### src/common/frs_map.vh
`ifndef FRS_MAP_VH
`define FRS_MAP_VH
// Parameter word sub-addresses
`define FRS_SUB_FOG_CTL 8'h70
`define FRS_SUB_FOG_GB 8'h71
`define FRS_SUB_FOG_R 8'h72
`define FRS_SUB_FOG_START 8'h73
`define FRS_SUB_RCP_MANT 8'h75
`define FRS_SUB_RCP_EXP 8'h76
`define FRS_SUB_FOG_END 8'h77
`define FRS_SUB_DENSITY 8'h78
`define FRS_SUB_CW_VERT 8'h80
`define FRS_SUB_CW_HORZ 8'h81
`define FRS_SUB_SC_VERT 8'h82
`define FRS_SUB_SC_HORZ 8'h83
`define FRS_SUB_STIP_PAT 8'h84
`define FRS_SUB_STIP_RPT 8'h85
`define FRS_SUB_SOLID_RGB 8'h86
`define FRS_SUB_SOLID_A 8'h87
`define FRS_SUB_GUARD_L 8'h88
`define FRS_SUB_GUARD_R 8'h89
`define FRS_SUB_MISC 8'h8a
// Writable bit masks per word
`define FRS_MSK_FOG_CTL 24'h0000ff
`define FRS_MSK_FOG_GB 24'h7ff7ff
`define FRS_MSK_FOG_R 24'h0007ff
`define FRS_MSK_FP15 24'h007fff
`define FRS_MSK_RCP_MANT 24'h00000f
`define FRS_MSK_RCP_EXP 24'h0000ff
`define FRS_MSK_DENSITY 24'h1fff00
`define FRS_MSK_FULL 24'hffffff
`define FRS_MSK_STIP_PAT 24'h00ffff
`define FRS_MSK_STIP_RPT 24'h00ffff
`define FRS_MSK_ALPHA 24'h0000ff
`define FRS_MSK_GUARD 24'h001fff
`define FRS_MSK_MISC 24'h81ffff
// Field positions
`define FRS_BIT_FOG_SHADER 7
`define FRS_BIT_FOG_ATTR 6
`define FRS_BIT_FOG_SPEC 5
`define FRS_BIT_FOG_DEPTH 4
`define FRS_BIT_FOG_EQ 3
`define FRS_BIT_STIP_RST 23
`define FRS_BIT_TX_BOOST 23
`define FRS_BIT_TX_ROUND 16
`define FRS_BIT_BOTY_EN 3
// Fog mode codes
`define FRS_MODE_LOCAL 3'h0
`define FRS_MODE_LINEAR 3'h2
`define FRS_MODE_EXP 3'h4
`define FRS_MODE_EXP2 3'h5
// Bus offsets: byte address is four times the sub-address
`define FRS_AXI_WORD_ADDR 0
// Reset values
`define FRS_RST_WORD 24'h000000
`endif

### src/frs_fog_raster_regs.v
// Implementation choice: register access over AXI4-Lite.
`timescale 1ns/1ps
`default_nettype none
`include "frs_map.vh"
module frs_fog_raster_regs #(
    parameter ADDR_W = 10
) (
    input wire ref_clk,
    input wire rst_n,
    // AXI4-Lite slave
    input wire [ADDR_W-1:0] s_axi_awaddr,
    input wire s_axi_awvalid,
    output wire s_axi_awready,
    input wire [31:0] s_axi_wdata,
    input wire [3:0] s_axi_wstrb,
    input wire s_axi_wvalid,
    output wire s_axi_wready,
    output wire [1:0] s_axi_bresp,
    output wire s_axi_bvalid,
    input wire s_axi_bready,
    input wire [ADDR_W-1:0] s_axi_araddr,
    input wire s_axi_arvalid,
    output wire s_axi_arready,
    output wire [31:0] s_axi_rdata,
    output wire [1:0] s_axi_rresp,
    output wire s_axi_rvalid,
    input wire s_axi_rready,
    // Parameter word stream from the command processor
    input wire paramValid,
    input wire [31:0] paramWord,
    // Line stepping from the rasteriser
    input wire lineStart,
    input wire linePixelStep,
    input wire [11:0] pixelY,
    input wire shaderLocationUsed,
    // Decoded fog controls
    output reg fogFromShader,
    output reg fogCoordAttr,
    output reg fogCoordZ,
    output reg fogFromSpecAlpha,
    output reg fogBlendEquation,
    output reg fogModeLocal,
    output reg fogModeLinear,
    output reg fogModeExp,
    output reg fogModeExp2,
    output reg fogModeReserved,
    output reg [10:0] fogColourRed,
    output reg [10:0] fogColourGreen,
    output reg [10:0] fogColourBlue,
    output reg [14:0] fogStart,
    output reg [14:0] fogEnd,
    output reg [3:0] fogRecipMantissa,
    output reg [7:0] fogRecipExponent,
    output reg [12:0] fogDensity,
    // Clip rectangles
    output reg [11:0] colourClipTop,
    output reg [11:0] colourClipBottom,
    output reg [11:0] colourClipLeft,
    output reg [11:0] colourClipRight,
    output reg [11:0] scissorTop,
    output reg [11:0] scissorBottom,
    output reg [11:0] scissorLeft,
    output reg [11:0] scissorRight,
    output reg [12:0] guardLeftLimit,
    output reg [12:0] guardRightLimit,
    // Solid colour
    output reg [7:0] solidRed,
    output reg [7:0] solidGreen,
    output reg [7:0] solidBlue,
    output reg [7:0] solidAlpha,
    // Misc raster
    output reg texcoordPrecisionBoost,
    output reg texcoordRoundMode,
    output reg diffusePremodulated,
    output reg specularPremodulated,
    output reg fogPremodulated,
    output reg locationYSubtract,
    output reg [11:0] locationY,
    // Stipple output
    output reg stippleOn
);

////////////////////////////////////////////////////////////////////////////////
// Register file, one 24-bit payload per sub-address
reg [23:0] regsQ [0:31]; // Index 0..15 fog range, 16..31 misc range
reg [15:0] rptCntQ; // Stipple repeat counter
reg [3:0] patIdxQ; // Stipple pattern bit index
reg rstPendQ; // Stipple reset request waiting to act
reg awTakenQ; // Write address captured
reg wTakenQ; // Write data captured
reg [ADDR_W-1:0] awAddrQ; // Captured write address
reg [31:0] wDataQ; // Captured write data
reg [3:0] wStrbQ; // Captured byte strobes
reg bValidQ; // Write response pending
reg [1:0] bRespQ; // Write response code
reg rValidQ; // Read data pending
reg [31:0] rDataQ; // Read data
reg [1:0] rRespQ; // Read response code
integer i;

// Writable mask for a sub-address, zero for reserved ones
function [23:0] subMask;
    input [7:0] sub;
    begin
        case (sub)
            `FRS_SUB_FOG_CTL: subMask = `FRS_MSK_FOG_CTL;
            `FRS_SUB_FOG_GB: subMask = `FRS_MSK_FOG_GB;
            `FRS_SUB_FOG_R: subMask = `FRS_MSK_FOG_R;
            `FRS_SUB_FOG_START: subMask = `FRS_MSK_FP15;
            `FRS_SUB_RCP_MANT: subMask = `FRS_MSK_RCP_MANT;
            `FRS_SUB_RCP_EXP: subMask = `FRS_MSK_RCP_EXP;
            `FRS_SUB_FOG_END: subMask = `FRS_MSK_FP15;
            `FRS_SUB_DENSITY: subMask = `FRS_MSK_DENSITY;
            `FRS_SUB_CW_VERT: subMask = `FRS_MSK_FULL;
            `FRS_SUB_CW_HORZ: subMask = `FRS_MSK_FULL;
            `FRS_SUB_SC_VERT: subMask = `FRS_MSK_FULL;
            `FRS_SUB_SC_HORZ: subMask = `FRS_MSK_FULL;
            `FRS_SUB_STIP_PAT: subMask = `FRS_MSK_STIP_PAT;
            `FRS_SUB_STIP_RPT: subMask = `FRS_MSK_STIP_RPT;
            `FRS_SUB_SOLID_RGB: subMask = `FRS_MSK_FULL;
            `FRS_SUB_SOLID_A: subMask = `FRS_MSK_ALPHA;
            `FRS_SUB_GUARD_L: subMask = `FRS_MSK_GUARD;
            `FRS_SUB_GUARD_R: subMask = `FRS_MSK_GUARD;
            `FRS_SUB_MISC: subMask = `FRS_MSK_MISC;
            default: subMask = 24'h000000;
        endcase
    end
endfunction

// Slot index inside the register file, both ranges folded together
function [4:0] subSlot;
    input [7:0] sub;
    begin
        // Fog range lands in slots 0..15, misc range in 16..31
        subSlot = {sub[7], sub[3:0]};
    end
endfunction

////////////////////////////////////////////////////////////////////////////////
// Bus write side: address and data in any order, response after both
wire [7:0] busSub = awAddrQ[9:2]; // Byte address is four times the sub-address
wire busWrite = awTakenQ && wTakenQ && !bValidQ;
wire [23:0] strbMask = {{8{wStrbQ[2]}}, {8{wStrbQ[1]}}, {8{wStrbQ[0]}}};
wire [7:0] parSub = paramWord[31:24];
wire [23:0] parPay = paramWord[23:0];
wire stipRstWr; // Reset bit written as one this cycle

assign s_axi_awready = !awTakenQ;
assign s_axi_wready = !wTakenQ;
assign s_axi_bvalid = bValidQ;
assign s_axi_bresp = bRespQ;
assign s_axi_arready = !rValidQ;
assign s_axi_rvalid = rValidQ;
assign s_axi_rdata = rDataQ;
assign s_axi_rresp = rRespQ;
assign stipRstWr = (paramValid && parSub == `FRS_SUB_STIP_RPT && parPay[`FRS_BIT_STIP_RST])
    || (busWrite && busSub == `FRS_SUB_STIP_RPT && wStrbQ[2]
    && wDataQ[`FRS_BIT_STIP_RST]);

// Bus handshake state
always @(posedge ref_clk or negedge rst_n)
begin
    if (!rst_n)
    begin
        awTakenQ <= 1'b0;
        wTakenQ <= 1'b0;
        awAddrQ <= {ADDR_W{1'b0}};
        wDataQ <= 32'h00000000;
        wStrbQ <= 4'h0;
        bValidQ <= 1'b0;
        bRespQ <= 2'h0;
        rValidQ <= 1'b0;
        rDataQ <= 32'h00000000;
        rRespQ <= 2'h0;
    end
    else
    begin
        if (s_axi_awvalid && !awTakenQ)
        begin
            awTakenQ <= 1'b1;
            awAddrQ <= s_axi_awaddr;
        end
        if (s_axi_wvalid && !wTakenQ)
        begin
            wTakenQ <= 1'b1;
            wDataQ <= s_axi_wdata;
            wStrbQ <= s_axi_wstrb;
        end
        // Both halves present: commit and answer
        if (busWrite)
        begin
            bValidQ <= 1'b1;
            bRespQ <= (subMask(busSub) == 24'h000000) ? 2'h2 : 2'h0;
        end
        else if (bValidQ && s_axi_bready)
        begin
            bValidQ <= 1'b0;
            awTakenQ <= 1'b0;
            wTakenQ <= 1'b0;
        end
        // Read answers one cycle after the address
        if (s_axi_arvalid && !rValidQ)
        begin
            rValidQ <= 1'b1;
            rDataQ <= {8'h00, regsQ[subSlot(s_axi_araddr[9:2])]
                & subMask(s_axi_araddr[9:2])};
            rRespQ <= (subMask(s_axi_araddr[9:2]) == 24'h000000) ? 2'h2 : 2'h0;
        end
        else if (rValidQ && s_axi_rready)
        begin
            rValidQ <= 1'b0;
        end
    end
end

////////////////////////////////////////////////////////////////////////////////
// Register storage: parameter words first, bus write after (bus wins a clash)
always @(posedge ref_clk or negedge rst_n)
begin
    if (!rst_n)
    begin
        for (i = 0; i < 32; i = i + 1)
            regsQ[i] <= `FRS_RST_WORD;
    end
    else
    begin
        if (paramValid && subMask(parSub) != 24'h000000)
        begin
            regsQ[subSlot(parSub)] <= parPay & subMask(parSub);
        end
        if (busWrite && subMask(busSub) != 24'h000000)
        begin
            regsQ[subSlot(busSub)] <= (regsQ[subSlot(busSub)] & ~strbMask)
                | (wDataQ[23:0] & strbMask & subMask(busSub));
        end
    end
end

////////////////////////////////////////////////////////////////////////////////
// Stipple pattern walker with self-clearing reset
wire [23:0] stipRpt = regsQ[5'h15];
wire [23:0] stipPat = regsQ[5'h14];
wire [15:0] rptFactor = stipRpt[15:0];

always @(posedge ref_clk or negedge rst_n)
begin
    if (!rst_n)
    begin
        rptCntQ <= 16'h0000;
        patIdxQ <= 4'h0;
        rstPendQ <= 1'b0;
        stippleOn <= 1'b0;
    end
    else
    begin
        // Reset request seen this cycle is held until it acts
        if (stipRstWr)
            rstPendQ <= 1'b1;
        else if (rstPendQ)
            rstPendQ <= 1'b0;
        if (rstPendQ || lineStart)
        begin
            rptCntQ <= 16'h0000;
            patIdxQ <= 4'h0;
        end
        else if (linePixelStep)
        begin
            // Hold one pattern bit for the repeat factor, then advance
            if (rptCntQ + 16'h0001 >= rptFactor)
            begin
                rptCntQ <= 16'h0000;
                patIdxQ <= patIdxQ + 4'h1;
            end
            else
            begin
                rptCntQ <= rptCntQ + 16'h0001;
            end
        end
        stippleOn <= stipPat[patIdxQ];
    end
end

////////////////////////////////////////////////////////////////////////////////
// Decoded outputs, registered
wire [23:0] fogCtl = regsQ[5'h00];
wire [23:0] misc = regsQ[5'h1a];

always @(posedge ref_clk or negedge rst_n)
begin
    if (!rst_n)
    begin
        fogFromShader <= 1'b0;
        fogCoordAttr <= 1'b0;
        fogCoordZ <= 1'b0;
        fogFromSpecAlpha <= 1'b0;
        fogBlendEquation <= 1'b0;
        fogModeLocal <= 1'b1;
        fogModeLinear <= 1'b0;
        fogModeExp <= 1'b0;
        fogModeExp2 <= 1'b0;
        fogModeReserved <= 1'b0;
        fogColourRed <= 11'h000;
        fogColourGreen <= 11'h000;
        fogColourBlue <= 11'h000;
        fogStart <= 15'h0000;
        fogEnd <= 15'h0000;
        fogRecipMantissa <= 4'h0;
        fogRecipExponent <= 8'h00;
        fogDensity <= 13'h0000;
        colourClipTop <= 12'h000;
        colourClipBottom <= 12'h000;
        colourClipLeft <= 12'h000;
        colourClipRight <= 12'h000;
        scissorTop <= 12'h000;
        scissorBottom <= 12'h000;
        scissorLeft <= 12'h000;
        scissorRight <= 12'h000;
        guardLeftLimit <= 13'h0000;
        guardRightLimit <= 13'h0000;
        solidRed <= 8'h00;
        solidGreen <= 8'h00;
        solidBlue <= 8'h00;
        solidAlpha <= 8'h00;
        texcoordPrecisionBoost <= 1'b0;
        texcoordRoundMode <= 1'b0;
        diffusePremodulated <= 1'b0;
        specularPremodulated <= 1'b0;
        fogPremodulated <= 1'b0;
        locationYSubtract <= 1'b0;
        locationY <= 12'h000;
    end
    else
    begin
        // Shader takes over fog; bits 7 and 6 are copied straight to the outputs
        fogFromShader <= fogCtl[`FRS_BIT_FOG_SHADER];
        fogCoordAttr <= fogCtl[`FRS_BIT_FOG_ATTR];
        // Depth select only counts when the attribute is not chosen
        fogCoordZ <= !fogCtl[`FRS_BIT_FOG_ATTR] && fogCtl[`FRS_BIT_FOG_DEPTH];
        fogFromSpecAlpha <= fogCtl[`FRS_BIT_FOG_SPEC];
        fogBlendEquation <= fogCtl[`FRS_BIT_FOG_EQ];
        fogModeLocal <= fogCtl[2:0] == `FRS_MODE_LOCAL;
        fogModeLinear <= fogCtl[2:0] == `FRS_MODE_LINEAR;
        fogModeExp <= fogCtl[2:0] == `FRS_MODE_EXP;
        fogModeExp2 <= fogCtl[2:0] == `FRS_MODE_EXP2;
        fogModeReserved <= fogCtl[0] ? (fogCtl[2:1] != 2'h2) : fogCtl[2:1] == 2'h3;
        fogColourGreen <= regsQ[5'h01][22:12];
        fogColourBlue <= regsQ[5'h01][10:0];
        fogColourRed <= regsQ[5'h02][10:0];
        fogStart <= regsQ[5'h03][14:0];
        fogEnd <= regsQ[5'h07][14:0];
        fogRecipMantissa <= regsQ[5'h05][3:0];
        fogRecipExponent <= regsQ[5'h06][7:0];
        fogDensity <= regsQ[5'h08][20:8];
        colourClipTop <= regsQ[5'h10][23:12];
        colourClipBottom <= regsQ[5'h10][11:0];
        colourClipLeft <= regsQ[5'h11][23:12];
        colourClipRight <= regsQ[5'h11][11:0];
        scissorTop <= regsQ[5'h12][23:12];
        scissorBottom <= regsQ[5'h12][11:0];
        scissorLeft <= regsQ[5'h13][23:12];
        scissorRight <= regsQ[5'h13][11:0];
        solidRed <= regsQ[5'h16][23:16];
        solidGreen <= regsQ[5'h16][15:8];
        solidBlue <= regsQ[5'h16][7:0];
        solidAlpha <= regsQ[5'h17][7:0];
        guardLeftLimit <= regsQ[5'h18][12:0];
        guardRightLimit <= regsQ[5'h19][12:0];
        texcoordPrecisionBoost <= misc[`FRS_BIT_TX_BOOST];
        texcoordRoundMode <= misc[`FRS_BIT_TX_ROUND];
        diffusePremodulated <= misc[2];
        specularPremodulated <= misc[1];
        fogPremodulated <= misc[0];
        // Location Y: bottom minus pixel when enabled under shader location use
        locationYSubtract <= shaderLocationUsed && misc[`FRS_BIT_BOTY_EN];
        locationY <= (shaderLocationUsed && misc[`FRS_BIT_BOTY_EN])
            ? misc[15:4] - pixelY : pixelY;
    end
end

endmodule // frs_fog_raster_regs
`default_nettype wire
### config.mk
export PLATFORM = sky130hd
export DESIGN_NAME = frs_fog_raster_regs
export DESIGN_NICKNAME = d
export VERILOG_FILES = /design/src/frs_fog_raster_regs.v
export VERILOG_INCLUDE_DIRS = /design/src /design/src/common
export SDC_FILE = /design/constraint.sdc
export NUM_CORES = 2
export LEC_CHECK = 0
export BUFFER_PORTS_ARGS = -buffer_cell sky130_fd_sc_hd__buf_2
export CORE_ASPECT_RATIO = 0.6
export CORE_MARGIN = 2
export CORE_UTILIZATION = 45
export DETAILED_ROUTE_END_ITERATION = 6
export PLACE_DENSITY = 0.62
export SLEW_MARGIN = 20
export SYNTH_ARGS = -nofsm -noshare
export SYNTH_HDL_FRONTEND = slang
export SYNTH_SLANG_ARGS = --single-unit
### constraint.sdc
create_clock -name ref_clk -period 9.7 [get_ports ref_clk]
set_input_delay 1.455 -clock ref_clk [delete_from_list [all_inputs] [get_ports ref_clk]]
set_output_delay 1.455 -clock ref_clk [all_outputs]
set_load 0.1 [all_outputs]
==> metrics.log <==
[metrics] filler cell count in the final layout: 10280
[metrics] top_reg_cell synth: sky130_fd_sc_hd__dfrtp_1
[metrics] violated checks: design-rule violations
[metrics] latest clock arrival within the worst-skew pair: 0.75 ns
[metrics] clock period minus final worst setup slack: 4.620 ns
[metrics] Post-Route Skew: 0.04063 ns
[metrics] vias in the first global route: 37600
[metrics] core area: 0.1187 mm2
[metrics] quantity of gates resized following cts: 0
[metrics] kind of end point of the critical path: register
[metrics] pre-CTS setup slack: 4.748 ns
[metrics] power density normalized to cell area: 339.1 mW/mm2
[metrics] series of cell instances along the critical path: buf_4 -> nor2b_4 -> a22oi_1 -> a21oi_1 -> nor3_1 -> o21ai_1 -> and2_1 -> o21ai_0
[metrics] via/cell ratio: 6.422
[metrics] estimated wirelength of the detail-placed design: 130800 um
[metrics] number of max-slew violations in the final report: 0
[metrics] final hold violation count: 0
[metrics] maximum buffer depth of the clock tree: 3
[metrics] number of enable-type register cells in the synthesized netlist: 0
[metrics] gr usage total: 0.3156
[metrics] maximum number of pins on one net before global-route repair: 175
[metrics] cell area after placement: 0.05572 mm2
[metrics] number of iterations in the first detailed-routing pass: 7
[metrics] number of antenna violations at the first check in global routing: 14
[metrics] CP Launch Type: register
[metrics] Worst VDD drop: 0.4086 mV
[metrics] clock buffers created by TritonCTS: 110
[metrics] setup ws final: 5.080 ns
[metrics] count leader, synth: sky130_fd_sc_hd__dfrtp_1
[metrics] type of the most critical hold path: reg2reg
[metrics] Die ar.: 0.1221 mm2
[metrics] Achievable Freq: 216.5 MHz
[metrics] master of the slowest instance on the critical path: sky130_fd_sc_hd__and2_1
[metrics] row cnt: 98
[metrics] critical path fanouts, max: 42
[metrics] H-tree level count: 3
[metrics] total global routing overflow: 0
[metrics] post-route DRC violation count: 1
[metrics] initial core utilization: 0.4519
[metrics] total of warnings raised by yosys: 0
[metrics] Finished Cell Area: 0.05966 mm2
[metrics] height of the chip: 271.4 um
[metrics] leakage power figure: 27.14 nW
[metrics] Crit path arrival time: 5.16 ns
[metrics] total number of nets in the final design: 4555
[metrics] Worst Max-Slew Pin Slew: 1.235 ns
[metrics] Post-Synthesis Cells: 4479
[metrics] clock-pin transition on the worst setup and hold timing paths: 0.07 ns
[metrics] Layout Area Growth over Synthesis: 11.22%
[metrics] share of the synthesized area in the top cell type: 0.5244
[metrics] FF+latch count, synth: 1125
[metrics] count of endpoints failing setup in the final report: 0
[metrics] CTS tree: done
[metrics] worst hold slack: 0.3757 ns
[metrics] number of sinks on the clock net: 1125
[metrics] horizontal die dimension: 449.7 um
[metrics] global-route wire length before repair: 278200 um
[metrics] input/output buffers: 399
[metrics] average detailed-routed wire length per instance: 31.74 um
[metrics] unrepaired setup endpoints after global routing: no
[metrics] distinct cell type count of the synthesized netlist: 90
[metrics] crit path kind: reg2reg
[metrics] number of maximum-capacitance violations: 0
[metrics] average cell area after synthesis: 11.98 um2
[metrics] run status: complete, but fails checks
[metrics] cell accounting for the most synthesized area: sky130_fd_sc_hd__dfrtp_1
[metrics] required time of the critical path: 10.24 ns
[metrics] fin crit share: 0.4762
[metrics] worst slew margin relative to its limit: 0.1747
[metrics] area occupied by registers: 0.02817 mm2
[metrics] largest stage delay on the critical path: 1.01 ns
[metrics] Ports: 423
[metrics] multi-input combinational cell area: 0.02248 mm2
[metrics] total negative setup slack: 0 ns
[metrics] area of the mapped netlist: 0.05364 mm2
[metrics] most frequent cells after synthesis: 1124 x sky130_fd_sc_hd__dfrtp_1, 495 x sky130_fd_sc_hd__clkbuf_1, 386 x sky130_fd_sc_hd__mux4_2
[metrics] clock tree root driver cell: sky130_fd_sc_hd__clkbuf_16
[metrics] share of final-layout standard cells stronger than drive strength 1: 0.2801
[metrics] vias post-DR: 39250
[metrics] Seq/Total Area, Yosys: 0.5249
[metrics] buffers inserted during post-CTS setup optimization: 0
[metrics] number of hold buffers added after cts: 0
[metrics] post-layout power: 0.02023 W
[metrics] final weighted congestion in routability-driven placement: 0.9614
[metrics] first-iteration detailed-routing DRC count: 5395
[metrics] number of antenna-violating nets in the routed design: 0
[metrics] asr flop ratio synth: 1.000
[metrics] wire length reported by the detailed router: 194000 um
[metrics] leading post-synthesis cells by cell area: sky130_fd_sc_hd__dfrtp_1 52%, sky130_fd_sc_hd__mux4_2 16%, sky130_fd_sc_hd__a21oi_1 3.5%
-- final timing paths --
kind / slack, ns / from / cells past startpoint / endpoint
max in group asynchronous: 6.86 / rst_n / 3 / regsQ[581]
setup / recovery: 5.08 / awAddrQ[3] / 8 / regsQ[615]
hold / removal: 0.38 / regsQ[551] / 0 / regsQ[551]
hold reg to reg: 0.38 / regsQ[551] / 0 / regsQ[551]
min in group asynchronous: 0.73 / rst_n / 1 / locationY[8]
setup reg to reg: 5.08 / awAddrQ[3] / 8 / regsQ[615]
-- worst max-delay path, delay by kind of cell, from the launching register on --
family          cells  cell delay, ns
compound gates      4            1.12
buf+inv             1            0.62
flops               1            1.00
simple gates        3            1.60
-- placed cells by master, fill, tap and decap left out, types with 41 or more instances in the layout --
master	netlist	final
sky130_fd_sc_hd__a211oi_1	228	228
sky130_fd_sc_hd__buf_4	26	85
sky130_fd_sc_hd__clkbuf_16	0	111
sky130_fd_sc_hd__nor3_1	43	41
sky130_fd_sc_hd__inv_1	62	62
sky130_fd_sc_hd__nand2_1	188	183
sky130_fd_sc_hd__a21oi_1	373	372
sky130_fd_sc_hd__mux2_2	87	87
sky130_fd_sc_hd__nand3_1	174	173
sky130_fd_sc_hd__dfrtp_1	1124	1120
sky130_fd_sc_hd__nor2_1	354	337
sky130_fd_sc_hd__buf_2	96	395
sky130_fd_sc_hd__mux4_2	386	386
sky130_fd_sc_hd__mux2i_1	120	120
sky130_fd_sc_hd__o21ai_0	196	196
sky130_fd_sc_hd__a22oi_1	70	70
-- where the power goes --
part	switching [W]	internal [W]	leakage, nW
sequential	0.00121	0.00571	14.7
combinational	0.00631	0.00238	10.5
clock	0.00199	0.00263	1.86
total	0.00951	0.0107	27.1
-- through the flow --
step	std cells	utilization
2_1_floorplan	4488	-
3_3_place_gp	5901	0.4693
3_5_place_dp	5901	0.4695
4_1_cts	6105	0.5019
5_1_grt	6106	0.5025
6_report	6111	0.5026
-- registers in the layout, indices dropped and copies added (netlist names), 15 cells and up --
| name | count |
|---|---|
| fogCtl | 24 |
| fogStart | 15 |
| stipRpt | 24 |
| s_axi_rdata | 24 |
| rptCntQ | 16 |
| regsQ | 672 |
| misc | 24 |
| stipPat | 24 |
| wDataQ | 24 |
| fogEnd | 15 |
-- logic make-up after synthesis --
group           after synthesis  share of synthesized area
buf+inv                     745                    0.06098
simple gates                920                    0.07903
flops                      1125                     0.5249
xor+xnor                     18                   0.002939
compound gates             1044                     0.1216
mux                         596                     0.2034
other cells                   1                 0.00006991
fa+ha+maj                    30                   0.007138
-- cell type report --
cell class                 count  share of cell area
antenna                        5           0.0002097
clock buffer                 142             0.05103
clock inverter                62             0.01353
inverter                      64            0.004027
multi-input combinational   2618              0.3768
sequential                  1125              0.4721
tap                         1600             0.03356
timing repair buffer         495             0.04872
-- metal layers --
layer	wire, um	part of all wire	track usage	up-vias
li1	-	-	-	16110
met1	81050	0.42	0.4664	20260
met2	78060	0.40	0.4176	2566
met3	28840	0.15	0.1382	313
met4	6007	0.031	0.09060	0
met5	0	0	0	-
No activity file was read; power rests on OpenSTA's default activity.
